### src/rtl/thermal_status_defines.svh
/*
  Constants of the thermal status flag block: bus address, register
  offsets, acknowledge bit count, reset values and valid-bit masks.
  Assumes inclusion by bare name from the block's design files.
*/
//
// Behaviour
// - A channel 6 reading above its critical limit sets critical status bit 5.
// - A channel 5 reading above its critical limit sets critical status bit 4.
// - A channel 4 reading above its critical limit sets critical status bit 3.
// - A channel 1 reading above its critical limit sets critical status bit 0.
// - An open or supply-tied channel 6 diode sets fault status bit 6.
// - An open or supply-tied channel 5 diode sets fault status bit 5.
// - An open or supply-tied channel 4 diode sets fault status bit 4.
// - An open or supply-tied channel 3 diode sets fault status bit 3.
// - An open or supply-tied channel 2 diode sets fault status bit 2.
// - An open or supply-tied channel 1 diode sets fault status bit 1.
// - The block answers on the two-wire bus only at address 1001101.
// - A channel flagged as faulty is skipped and gets no new reading.
// - A channel whose critical mask bit is one never drives the critical pin.
//
`ifndef THERMAL_STATUS_DEFINES_SVH
`define THERMAL_STATUS_DEFINES_SVH

`define TS_SLAVE_ADDR      7'h4D

`define TS_REG_CRIT_STATUS 8'h10
`define TS_REG_FAULT_STAT  8'h11
`define TS_REG_CRIT_MASK   8'h12

`define TS_CRIT_VALID      8'h39
`define TS_FAULT_VALID     8'h7E
`define TS_STATUS_RESET    8'h00
`define TS_MASK_RESET      8'h00

`define TS_ACK_BITCOUNT    4'h8

`endif

### src/rtl/thermal_status_pkg.sv
/*
  Types of the thermal status flag block.
  Assumes nothing of its surroundings.
*/
package thermal_status_pkg;

  typedef enum logic [2:0] {
    ST_IDLE,
    ST_RX,
    ST_RX_ACK,
    ST_TX,
    ST_TX_ACK
  } slave_state_t;

endpackage

### src/rtl/sync2.sv
/*
  Two-stage synchroniser for a vector of asynchronous levels.
  Assumes each bit is an independent level; no word coherence.
*/
`timescale 1ns/1ps
`default_nettype none

module sync2 #(
  parameter int               WIDTH     = 1,
  parameter logic [WIDTH-1:0] RESET_VAL = '0
) (
  // Clock and reset
  input  wire logic             clk,
  input  wire logic             reset,
  // Levels
  input  wire logic [WIDTH-1:0] din,
  output logic      [WIDTH-1:0] dout
);

  logic [WIDTH-1:0] stage1;

  always_ff @(posedge clk or posedge reset) begin
    if (reset) begin
      stage1 <= RESET_VAL;
      dout   <= RESET_VAL;
    end else begin
      stage1 <= din;
      dout   <= stage1;
    end
  end

endmodule

`default_nettype wire

### src/rtl/thermal_status_flags.sv
/*
  Critical-temperature and diode-fault status flags with a two-wire
  bus slave for register reads and writes, and the critical pin.
  Assumes conversion results and limits arrive on clk; fault detectors
  and bus pins are asynchronous and are synchronised here.
*/
`timescale 1ns/1ps
`default_nettype none
`include "thermal_status_defines.svh"

module thermal_status_flags
  import thermal_status_pkg::*;
(
  // Clock and reset
  input  wire logic       clk,
  input  wire logic       reset,
  // Two-wire bus
  input  wire logic       scl_in,
  input  wire logic       sda_in,
  output logic            sda_out,
  output logic            sda_oe,
  // Conversion results
  input  wire logic       conv_valid,
  input  wire logic [2:0] conv_channel,
  input  wire logic [7:0] conv_temp,
  // Critical limits
  input  wire logic [7:0] ch1_crit_limit,
  input  wire logic [7:0] ch4_crit_limit,
  input  wire logic [7:0] ch5_crit_limit,
  input  wire logic [7:0] ch6_crit_limit,
  // Diode fault detectors, channels 6..1
  input  wire logic [5:0] sense_fault_det,
  // Sequencer skip flags, channels 6..1
  output logic      [5:0] ch_skip,
  // Critical pin, open drain
  output logic            critical_temp_out,
  output logic            critical_temp_out_oe
);

  localparam logic [7:0] CRIT_VALID  = `TS_CRIT_VALID;
  localparam logic [7:0] FAULT_VALID = `TS_FAULT_VALID;
  localparam logic [6:0] SLAVE_ADDR  = `TS_SLAVE_ADDR;

  //////////////////////////////////////////////////////////////////////////
  // Input synchronisers

  logic [5:0] fault_sync;
  logic       scl_s;
  logic       sda_s;

  // Bus pins reset to their idle high level, so no false edge follows
  sync2 #(
    .WIDTH     (8),
    .RESET_VAL (8'h03)
  ) u_sync (
    .clk   (clk),
    .reset (reset),
    .din   ({sense_fault_det, scl_in, sda_in}),
    .dout  ({fault_sync, scl_s, sda_s})
  );

  //////////////////////////////////////////////////////////////////////////
  // Status and mask registers

  logic [7:0] crit_status;
  logic [7:0] fault_status;
  logic [7:0] crit_mask;
  logic       crit_oe;
  logic [7:0] next_crit_status;
  logic [7:0] next_fault_status;
  logic [7:0] next_crit_mask;
  logic       next_crit_oe;
  logic [7:0] limit_of [6];
  logic       wr_pulse;
  logic [7:0] ptr;
  logic [7:0] shreg;
  logic [7:0] rd_data;

  assign limit_of[0] = ch1_crit_limit;
  assign limit_of[1] = 8'h00;
  assign limit_of[2] = 8'h00;
  assign limit_of[3] = ch4_crit_limit;
  assign limit_of[4] = ch5_crit_limit;
  assign limit_of[5] = ch6_crit_limit;

  // One critical bit per channel 1, 4, 5 and 6; bit i belongs to channel i+1
  genvar gi;
  generate
    for (gi = 0; gi < 6; gi++) begin : g_crit
      if (CRIT_VALID[gi]) begin : g_used
        logic hit;
        assign hit = conv_valid && conv_channel == 3'(gi + 1)
                     && !fault_status[gi + 1];
        // Level follows the latest conversion of the channel
        assign next_crit_status[gi] = hit ?
          ($signed(conv_temp) > $signed(limit_of[gi])) :
          crit_status[gi];
      end else begin : g_rsvd
        assign next_crit_status[gi] = 1'b0;
      end
    end
  endgenerate
  assign next_crit_status[7:6] = 2'b00;

  always_comb begin
    next_fault_status = {1'b0, fault_sync, 1'b0};
    next_crit_mask    = crit_mask;
    if (wr_pulse && ptr == `TS_REG_CRIT_MASK) begin
      next_crit_mask = shreg & CRIT_VALID;
    end
    next_crit_oe = |(crit_status & ~crit_mask);
  end

  always_ff @(posedge clk or posedge reset) begin
    if (reset) begin
      crit_status  <= `TS_STATUS_RESET;
      fault_status <= `TS_STATUS_RESET;
      crit_mask    <= `TS_MASK_RESET;
      crit_oe      <= 1'b0;
    end else begin
      crit_status  <= next_crit_status;
      fault_status <= next_fault_status;
      crit_mask    <= next_crit_mask;
      crit_oe      <= next_crit_oe;
    end
  end

  assign ch_skip              = fault_status[6:1];
  assign critical_temp_out    = 1'b0;
  assign critical_temp_out_oe = crit_oe;

  always_comb begin
    case (ptr)
      `TS_REG_CRIT_STATUS: rd_data = crit_status;
      `TS_REG_FAULT_STAT:  rd_data = fault_status;
      `TS_REG_CRIT_MASK:   rd_data = crit_mask;
      default:             rd_data = 8'h00;
    endcase
  end

  //////////////////////////////////////////////////////////////////////////
  // Two-wire bus slave

  slave_state_t state;
  slave_state_t next_state;
  logic [3:0]   bitcnt;
  logic [3:0]   next_bitcnt;
  logic [1:0]   byte_idx;
  logic [1:0]   next_byte_idx;
  logic         is_read;
  logic         next_is_read;
  logic [7:0]   next_shreg;
  logic [7:0]   txreg;
  logic [7:0]   next_txreg;
  logic [7:0]   next_ptr;
  logic         sda_drive;
  logic         next_sda_drive;
  logic         scl_d;
  logic         sda_d;
  logic         scl_rise;
  logic         scl_fall;
  logic         bus_start;
  logic         bus_stop;

  assign scl_rise  = scl_s && !scl_d;
  assign scl_fall  = !scl_s && scl_d;
  assign bus_start = scl_s && scl_d && sda_d && !sda_s;
  assign bus_stop  = scl_s && scl_d && !sda_d && sda_s;

  always_comb begin
    next_state     = state;
    next_bitcnt    = bitcnt;
    next_byte_idx  = byte_idx;
    next_is_read   = is_read;
    next_shreg     = shreg;
    next_txreg     = txreg;
    next_ptr       = ptr;
    next_sda_drive = sda_drive;
    wr_pulse       = 1'b0;
    if (bus_start) begin
      next_state     = ST_RX;
      next_bitcnt    = 4'h0;
      next_byte_idx  = 2'h0;
      next_is_read   = 1'b0;
      next_sda_drive = 1'b0;
    end else if (bus_stop) begin
      next_state     = ST_IDLE;
      next_sda_drive = 1'b0;
    end else begin
      case (state)
        ST_IDLE: begin
          next_sda_drive = 1'b0;
        end
        ST_RX: begin
          if (scl_rise) begin
            next_shreg  = {shreg[6:0], sda_s};
            next_bitcnt = 4'(bitcnt + 4'h1);
          end else if (scl_fall && bitcnt == `TS_ACK_BITCOUNT) begin
            next_bitcnt = 4'h0;
            if (byte_idx == 2'h0) begin
              if (shreg[7:1] == SLAVE_ADDR) begin
                next_sda_drive = 1'b1;
                next_is_read   = shreg[0];
                next_state     = ST_RX_ACK;
              end else begin
                next_state = ST_IDLE;
              end
            end else begin
              next_sda_drive = 1'b1;
              next_state     = ST_RX_ACK;
              if (byte_idx == 2'h1) begin
                next_ptr = shreg;
              end else begin
                wr_pulse = 1'b1;
              end
            end
          end
        end
        ST_RX_ACK: begin
          if (scl_fall) begin
            if (is_read) begin
              next_state     = ST_TX;
              next_txreg     = rd_data;
              next_sda_drive = ~rd_data[7];
            end else begin
              next_state     = ST_RX;
              next_sda_drive = 1'b0;
              if (byte_idx != 2'h2) begin
                next_byte_idx = 2'(byte_idx + 2'h1);
              end
            end
          end
        end
        ST_TX: begin
          if (scl_rise) begin
            next_bitcnt = 4'(bitcnt + 4'h1);
          end else if (scl_fall) begin
            if (bitcnt == `TS_ACK_BITCOUNT) begin
              next_bitcnt    = 4'h0;
              next_sda_drive = 1'b0;
              next_state     = ST_TX_ACK;
            end else begin
              next_txreg     = {txreg[6:0], 1'b0};
              next_sda_drive = ~txreg[6];
            end
          end
        end
        ST_TX_ACK: begin
          // Master not-acknowledge ends the read
          if (scl_rise && sda_s) begin
            next_state = ST_IDLE;
          end else if (scl_fall) begin
            next_state     = ST_TX;
            next_txreg     = rd_data;
            next_sda_drive = ~rd_data[7];
          end
        end
        default: begin
          next_state     = ST_IDLE;
          next_sda_drive = 1'b0;
        end
      endcase
    end
  end

  always_ff @(posedge clk or posedge reset) begin
    if (reset) begin
      state     <= ST_IDLE;
      bitcnt    <= 4'h0;
      byte_idx  <= 2'h0;
      is_read   <= 1'b0;
      shreg     <= 8'h00;
      txreg     <= 8'h00;
      ptr       <= 8'h00;
      sda_drive <= 1'b0;
      scl_d     <= 1'b1;
      sda_d     <= 1'b1;
    end else begin
      state     <= next_state;
      bitcnt    <= next_bitcnt;
      byte_idx  <= next_byte_idx;
      is_read   <= next_is_read;
      shreg     <= next_shreg;
      txreg     <= next_txreg;
      ptr       <= next_ptr;
      sda_drive <= next_sda_drive;
      scl_d     <= scl_s;
      sda_d     <= sda_s;
    end
  end

  assign sda_out = 1'b0;
  assign sda_oe  = sda_drive;
endmodule

`default_nettype wire

### config.mk
export PLATFORM = sky130hd
export DESIGN_NAME = thermal_status_flags
export DESIGN_NICKNAME = d
export VERILOG_FILES = /design/src/rtl/thermal_status_pkg.sv /design/src/rtl/sync2.sv /design/src/rtl/thermal_status_flags.sv
export VERILOG_INCLUDE_DIRS = /design/src /design/src/rtl
export SDC_FILE = /design/constraint.sdc
export NUM_CORES = 1
export LEC_CHECK = 0
export BUFFER_PORTS_ARGS = -buffer_cell sky130_fd_sc_hd__buf_2
export CORE_MARGIN = 5
export CORE_UTILIZATION = 60
export DETAILED_ROUTE_END_ITERATION = 12
export HOLD_SLACK_MARGIN = 0.06
export PLACE_DENSITY = 0.84
export SYNTH_ARGS = -nofsm -noshare
export SYNTH_HDL_FRONTEND = slang
export SYNTH_SLANG_ARGS = --single-unit
### constraint.sdc
create_clock -name clk -period 3 [get_ports clk]
set_clock_uncertainty 0.05 [all_clocks]
set_input_delay 0.3 -clock clk [delete_from_list [all_inputs] [get_ports clk]]
set_output_delay 0.3 -clock clk [all_outputs]
set_load 0.005 [all_outputs]
### Word level (Yosys, flattened, before mapping)

Index checks and enable logic that the tools add are counted.

| cells by class | value |
|---|---|
| bitwise logic cells | 8 |
| eq/ne operators | 39 |
| muxes and demuxes | 65 |
| reduce and logical (&&, ||, !) cells | 46 |
| $add $sub $neg | 2 |
| magnitude comparators | 4 |

Operators by type and width:

| cell | count |
|---|---|
| $mux W7 | 7 |
| $ne A4 B4 Y1 const B | 11 |
| $pmux W7 S3 | 2 |
| $mux W3 | 11 |
| $gt A8 B8 Y1 | 4 |
| $mux W4 | 7 |
| $mux W1 | 27 |
| $eq A8 B5 Y1 const B | 3 |
| $logic_and A1 B1 Y1 | 18 |
| $ne A2 B2 Y1 const B | 9 |
| $mux W2 | 8 |
| $reduce_and A8 Y1 | 2 |
| $pmux W3 S5 | 1 |
| $reduce_bool A2 Y1 | 7 |
| $eq A3 B3 Y1 const B | 4 |
| $ne A5 B5 Y1 const B | 2 |
| $reduce_and A10 Y1 | 1 |
| $reduce_and A5 Y1 | 2 |
| $and A6 B8 Y8 | 1 |
| $logic_not A1 Y1 | 8 |
| $not A6 Y8 | 1 |
| $pmux W4 S2 | 1 |
| $reduce_or A8 Y1 | 1 |
| $eq A7 B7 Y1 const B | 1 |
| other kinds (17) | 25 |

| word-level totals | value |
|---|---|
| output and inout bits | 10 |
| input port bits | 54 |
| logic and storage cells | 183 |
| flip-flop bits (word level) | 67 |

### Longest topological paths before layout

Gate-level depths: netlist of run 1.

| logic depth | value |
|---|---|
| depth after elaboration | 9 |
| mapped depth | 8 |
| mapped depth without buffers | 7 |

### Hierarchy

A second synthesis of run 1 with hierarchy kept.

| second synthesis, totals | value |
|---|---|
| cells, all modules | 393 |
| area total of the unflattened synthesis | 3,946.3 um2 |

Modules (own cells, without submodules):

| module | area each (um2) | seq. area each (um2) | cells an instance | instances |
|---|---|---|---|---|
| thermal_status_flags | 3,537.1 | 1,278.7 | 376 | 1 |
| sync2 | 409.1 | 405.4 | 17 | 1 |

### Worst setup path after synthesis of run 1

No wires, ideal clock.

| path | value |
|---|---|
| kind | register -> register |
| start point | register u_sync.dout[1] |
| end point | register bitcnt[2] |
| period minus slack after synthesis | 2.018 ns |
| arrival time | 1.847 ns |
| setup slack | 0.982 ns |
| cell stages (with the launch flop) | 7 |
| library setup time | 0.121 ns |
| path through | dfstp_2 -> ha_1 -> nor2b_1 -> and2_1 -> a2111oi_0 -> or3_4 -> a22o_2 |

| between the ends | value |
|---|---|
| word-level cells in the longest chain between the ends | 5 |
| elaborated cells on any way between the ends | 20 |
| classes of those cells | eq/ne (4); mux (5); reduce/logical (11) |

RTL lines:

| what | RTL line | RTL |
|---|---|---|
| from (decl) | sync2.sv:17 | `output logic [WIDTH-1:0] dout` |
| from (signal assigned) | sync2.sv:28 | `dout <= stage1;` |
| $logic_and A1 B1 Y1, or another cell as far along | thermal_status_flags.sv:165 | `assign scl_rise = scl_s && !scl_d;` |
| $mux W4, or another cell as far along | thermal_status_flags.sv:235 | `if (scl_rise) begin` |
| $pmux W4 S2, or another cell as far along | thermal_status_flags.sv:190 | `case (state)` |
| $mux W4, or another cell as far along | thermal_status_flags.sv:186 | `end else if (bus_stop) begin` |
| $mux W4 / $reduce_and A5 Y1 (equally long branches) | n/a |  |
| to (signal assigned) | thermal_status_flags.sv:280 | `bitcnt <= next_bitcnt;` |
| to (decl) | thermal_status_flags.sv:146 | `logic [3:0] bitcnt;` |

Several ways; a longest one is shown, not always the timed one. The select of a mux whose other input is x is not followed.
A chain may end at the register's enable or synchronous reset.

### Worst setup path in the final report of run 1

Same ends and word-level chain as after synthesis.

==> flow_metrics.tcl, run 1 <==
set metrics [dict create \
    powerDensity_nw_per_um2 504.1 \
    max-vdd-ir-drop_mv 0.5755 \
    cp.required_ps 3170 \
    finalSetupViolCount 0 \
    cts_tree "built" \
    die_h_um 91.49 \
    min_period_ps 2268 \
    fin_tns_setup_ps 0 \
    cts-buffers-inserted 9 \
    cp_top_family "simple AND/OR/NAND/NOR gates" \
    clk_pin_slew_worst_paths_ps 80 \
    tightest_slew_ps 791.6 \
    crit_fanout 5 \
    ys.warnings.count 0 \
    hp-class "in -> async" \
    ys_ff_latch 67 \
    reg2regPathDepth 6 \
    p_total_w 0.002326 \
    worst-setup-path-type "reg -> reg" \
    netSwitchingPower_w 0.0006552 \
    rsz0062_at_grt "no" \
    p_comb_frac 0.174 \
    antenna_found_initial 0 \
    crit_cells 6 \
    relSlewSlack 0.4723 \
    clockPowerShare 0.350 \
    rows 29 \
    timing.fmax_ghz 0.4409 \
    cts_sinks 67 \
    drv_cap 0 \
    clock_latency_ps 340 \
    dr.pass1.iters 4 \
    crit_path_start_kind "register" \
    port_buffers 61 \
    grt_overflow 0 \
    worst-path-buf-inv 0 \
    ys_seq_area_frac 0.4227 \
    htree_levels 3 \
    clk_path_buf_depth 2 \
    leakage_nw 2.275 \
    drt_iter0_drc 222 \
    netSwitchingFraction 0.2817 \
    cts_hold_buffers 8 \
    seqPwrFrac 0.476 \
    cp_cell_sequence "ha_1 > nor2b_1 > and2_1 > a2111oi_0 > or3_4 > a22o_2" \
    via_per_inst 5.797 \
    grt_pass1_wl_mm 14.42 \
    drt_wl_total_mm 8.511 \
    crit_path_max_incr_delay_ps 560 \
    dp_hpwl_mm 6.391 \
    grt_pass1_vias 3172 \
    post_cts_buffers 0 \
    insertedDiodeCount 0 \
    final-max-slew-violation-count 0 \
    synth.top_cell.area_share 0.3832 \
    ant_nets 0 \
    drive_gt1_frac 0.2747 \
    ys_types 61 \
    synth_edf_count 0 \
    critPathCaptureType "register" \
    grt_use_total 0.2120 \
    dp_slack_ps 772.3 \
    dieArea_um2 8370 \
    async_reset_ff_frac 1.000 \
    syn_area_um2 3984 \
    drc_errors 0 \
    ys.flop_type "dfrtp_1" \
    via_count 3084 \
    yosys.area.top_type "dfrtp_1" \
    nets 545 \
    hold_violations 0 \
    power.internal_w 0.001671 \
    coreArea_um2 6422 \
    arrival_ps 2440 \
    cts_resized 0 \
    slowest_stage "dfstp_2" \
    chipWidth_um 91.49 \
    start_util 0.6203 \
    pin_count 64 \
    yosys-top-cells-area "dfrtp_1 (38%), ha_1 (13%), mux2_2 (7.6%)" \
    area_growth_pct 15.83 \
    synth_cells 379 \
    root_buffer "clkbuf_8" \
    outcome "finished, final reports clean" \
    grt_max_degree 68 \
    fin_ws_ps 731.8 \
    synth.avg_cell_area_um2 10.51 \
    gp_congestion 0.8809 \
    wl_per_cell_um 16.00 \
    final.period_utilization 0.7561 \
]
-- power groups by stage --
stage          Combinational [W]  Clock [W]  Sequential (W)
3_3_place_gp            0.000381          0         0.00111
5_1_grt                 0.000464   0.000867         0.00112
2_1_floorplan           0.000292          0         0.00108
4_1_cts                 0.000406   0.000830         0.00111
6_report                0.000405   0.000813         0.00111
3_5_place_dp            0.000394          0         0.00112
-- worst reg2reg max path: stages, from the launching register on --
cell,delay [ps]
dfstp_2,560
ha_1,200
nor2b_1,340
and2_1,240
a2111oi_0,90
or3_4,420
a22o_2,270
-- path summary, 6_finish.rpt --
check,from,to,slack (ps)
worst max-delay path,u_sync.dout[1],bitcnt[2],730
worst min register to register,u_sync.dout[3],fault_status[2],300
worst min-delay path,reset,shreg[2],130
min in group clk,conv_channel[1],crit_status[3],260
max in group asynchronous,reset,u_sync.stage1[3],2240
worst max register to register,u_sync.dout[1],bitcnt[2],730
-- cell usage after synthesis, types with 5 or more instances --
| library cell | instances |
|---|---|
| dfrtp_1 | 61 |
| inv_1 | 47 |
| ha_1 | 40 |
| mux2_2 | 27 |
| a21oi_1 | 25 |
| nand2_1 | 18 |
| o21ai_0 | 17 |
| nor2_1 | 12 |
| nand2b_1 | 11 |
| mux2i_1 | 10 |
| nand3_1 | 9 |
| o22ai_1 | 8 |
| nand4_1 | 7 |
| dfstp_2 | 6 |
| a211oi_1 | 5 |
-- state kept, by name, indices dropped and copies added, names as in the netlist, 2 cells and up --
name           cells
fault_status       6
u_sync.dout        8
bitcnt             4
ptr                8
shreg              8
byte_idx           2
txreg              7
crit_status        4
crit_mask          4
state              3
u_sync.stage1      8
-- placed cells by master (no fill, tap or decap), types with 4 or more instances in the layout --
cell type and n:
dfrtp_1 61, buf_2 61, inv_1 46, ha_1 40, mux2_2 27, a21oi_1 25
nand2_1 18, o21ai_0 17, nor2_1 12, nand2b_1 11, mux2i_1 10, nand3_1 9
clkbuf_8 9, o22ai_1 8, dlygate4sd3_1 8, nand4_1 7, dfstp_2 6, a211oi_1 5
and2_1 4, nor4b_1 4
-- metal layers --
layer	part of all wire	wire length [um]	vias up	track usage
li1	-	-	1503	-
met1	0.45	3796	1478	0.2762
met2	0.49	4199	90	0.3542
met3	0.048	412	13	0.04628
met4	0.012	103	0	0.06407
met5	0	0	-	0
-- cells by family (layout without fill, tap and decap cells) --
logic type      count (synthesis)  after routing  synth area share
xor+xnor                        1              1          0.002199
mux                            38             38            0.1043
simple gates                   92             92            0.1369
flops                          67             67            0.4227
compound gates                 83             83            0.1435
other cells                     1              2         0.0009413
fa+ha+maj                      40             40            0.1256
buf+inv                        57            132           0.06376
-- final cells by class --
cell class / count / area [um2]
timing repair buffer: 70 / 392.9
tap: 77 / 96.34
sequential: 67 / 1684
clock buffer: 9 / 123.9
clock inverter: 6 / 91.34
fill: 460 / 1808
multi-input combinational: 256 / 2049
inverter: 47 / 176.4
-- metrics by stage --
stage	cells	hold slack (ps)	cell area (um2)	util
floorplan	380	254.5	3988	-
global placement	509	281.3	4319	0.6725
detailed placement	509	285.5	4319	0.6725
CTS	532	169.2	4614	0.7185
global route	532	211.0	4614	0.7185
finish	532	131.5	4614	0.7185
No activity file was read; power rests on OpenSTA's default activity.
==> run 2: changes to the inputs <==
--- a/config.mk
+++ b/config.mk
@@ -6,12 +6,13 @@
 export SDC_FILE = /design/constraint.sdc
 export NUM_CORES = 1
 export LEC_CHECK = 0
+export ABC_AREA = 1
 export BUFFER_PORTS_ARGS = -buffer_cell sky130_fd_sc_hd__buf_2
 export CORE_MARGIN = 5
-export CORE_UTILIZATION = 60
+export CORE_UTILIZATION = 52
 export DETAILED_ROUTE_END_ITERATION = 12
 export HOLD_SLACK_MARGIN = 0.06
-export PLACE_DENSITY = 0.84
+export PLACE_DENSITY = 0.77
 export SYNTH_ARGS = -nofsm -noshare
 export SYNTH_HDL_FRONTEND = slang
 export SYNTH_SLANG_ARGS = --single-unit
==> constraint.sdc (replaced) <==
create_clock -name clk -period 1.9 [get_ports clk]
set_clock_uncertainty 0.05 [all_clocks]
set_input_delay 0.19 -clock clk [delete_from_list [all_inputs] [get_ports clk]]
set_output_delay 0.19 -clock clk [all_outputs]
set_load 0.005 [all_outputs]
==> flow_metrics.tcl, run 2 <==
set metrics [dict create \
    nets 709 \
    die_h_um 99.92 \
    start_util 0.5385 \
    final.period_utilization 1.007 \
    cts_sinks 67 \
    gp_congestion 0.8750 \
    whs_ps 166.3 \
    min_period_ps 1913 \
    finalSetupViolCount 2 \
    drive_gt1_frac 0.2226 \
    crit_path_start_kind "register" \
    cp.required_ps 2090 \
    antenna_found_initial 0 \
    chipWidth_um 99.92 \
    rows 32 \
    synthTopCellsByCount "nand2_1 (147), inv_1 (89), dfrtp_1 (61)" \
    min_from "conv_channel[2]" \
    worst-setup-path-type "reg -> reg" \
    dr.pass1.iters 5 \
    final_common_cell "nand2_1" \
    outcome "finished with violations" \
    clock_latency_ps 350 \
    cts-buffers-inserted 9 \
    ys.flop_type "dfrtp_1" \
    dieArea_um2 9983 \
    yosys.area.top_type "dfrtp_1" \
    drt_iter0_drc 192 \
    dp_hpwl_mm 7.101 \
    coreArea_um2 7807 \
    crit_fanout 16 \
    grt_max_degree 68 \
    arrival_ps 2110 \
    grt_pass1_wl_mm 16.49 \
    layout_common_cells "nand2_1 (147), inv_1 (87), dfrtp_1 (61), buf_2 (61), nor2_1 (38)" \
    hold_violations 0 \
    insertedDiodeCount 0 \
    ys_seq_area_frac 0.4006 \
    grt_pass1_vias 3621 \
    cp-startpoint "scl_d" \
    ys_ff_latch 67 \
    timing.rr.start "scl_d" \
    pin_count 64 \
    area_growth_pct 19.88 \
    clk_path_buf_depth 2 \
    wl_per_cell_um 13.30 \
    syn_area_um2 4204 \
    synth.top_cell.area_share 0.3631 \
    synth_cells 533 \
    ys.warnings.count 0 \
    async_reset_ff_frac 1.000 \
    leakage_nw 2.727 \
    fillers 658 \
    critPathCaptureType "register" \
    fin_ws_ps -13.35 \
    grt_use_total 0.2032 \
    root_buffer "clkbuf_8" \
    port_buffers 61 \
    synth.most_common_cell "nand2_1" \
    fin_tns_setup_ps -20.03 \
    cts_tree "built" \
    synth_edf_count 0 \
    drt_wl_total_mm 9.600 \
    synth.avg_cell_area_um2 7.887 \
    max-vdd-ir-drop_mv 0.5897 \
    drc_errors 0 \
    yosys-top-cells-area "dfrtp_1 (36%), nand2_1 (13%), ha_1 (12%)" \
    final-max-slew-violation-count 0 \
    rsz0062_at_grt "yes" \
    ant_nets 0 \
    violations "setup timing" \
    hp-class "in -> reg" \
    via_per_inst 5.090 \
    timing.fmax_ghz 0.5226 \
    clk_pin_slew_worst_paths_ps 80 \
    via_count 3675 \
    grt_overflow 0 \
    drv_cap 0 \
    ys_types 35 \
    htree_levels 3 \
    powerDensity_nw_per_um2 706.3 \
]
## run 2: worst max-delay path: stages, from the launching register on
cell and delay [ps]:
dfstp_2 600, ha_4 180, nand4_1 190, nor3_2 310, nand4_4 150, buf_12 180
nand2_1 90, o21ai_2 60
## run 2: worst paths after layout
path / end / slack [ps] / cells after the start
hold / removal: crit_status[0] / 170 / 6
min in group asynchronous: u_sync.stage1[5] / 420 / 4
setup reg to reg: ptr[4] / -10 / 7
max in group asynchronous: scl_d / 1060 / 4
hold reg to reg: u_sync.dout[7] / 300 / 0
setup / recovery: ptr[4] / -10 / 7
## run 2: timing repair
action | in CTS | in global routing
setup buffers | 1 | 2
endpoints found under the hold margin | 69 | 0
pin swaps | 1 | 4
hold buffers | 9 | 0
gates resized for setup | 0 | 11
endpoints found under the setup margin | 3 | 31
## run 2: where the power goes
group,internal [W],total [W],switching [W]
logic,0.000251,0.000620,0.000369
registers,0.00152,0.00158,0.0000671
clock network,0.000761,0.00135,0.000593
## run 2: cell families (layout without fill, tap and decap cells)
kind of cell / count (synthesis) / count (layout) / share of synthesized area
and+or+nand+nor: 262 / 262 / 0.2937
buffers and inverters: 100 / 186 / 0.09821
DFF: 67 / 67 / 0.4006
AOI/OAI and AO/OA: 63 / 63 / 0.08750
adders and majority gates: 40 / 40 / 0.1190
other: 1 / 2 / 0.0008920
## run 2: cell type report
class / instances / area [um2] / share of cell area
clock buffer: 9 / 123.9 / 0.02458
clock inverter: 7 / 103.9 / 0.02061
inverter: 93 / 355.3 / 0.07051
multi-input combinational: 367 / 2172 / 0.4310
sequential: 67 / 1684 / 0.3342
tap: 102 / 127.6 / 0.02532
timing repair buffer: 77 / 473.0 / 0.09384
## run 2: through the flow
stage / setup WS [ps] / util / cell area (um2) / total power, W / cells
2_1_floorplan: 171.2 / - / 4212 / 0.001995 / 534
3_3_place_gp: 101.7 / 0.5925 / 4626 / 0.002170 / 694
3_5_place_dp: 0.6578 / 0.5925 / 4626 / 0.002198 / 694
4_1_cts: 53.30 / 0.6357 / 4964 / 0.003565 / 720
5_1_grt: -97.03 / 0.6455 / 5040 / 0.003770 / 722
6_report: -13.35 / 0.6455 / 5040 / 0.003560 / 722
## run 2: per-layer routing
metal | share of wire | global-route usage | vias up
met3 | 0.055 | 0.05003 | 14
met2 | 0.50 | 0.3350 | 106
met5 | 0 | 0 | -
met1 | 0.44 | 0.2671 | 1707
li1 | - | - | 1848
met4 | 0.011 | 0.05567 | 0
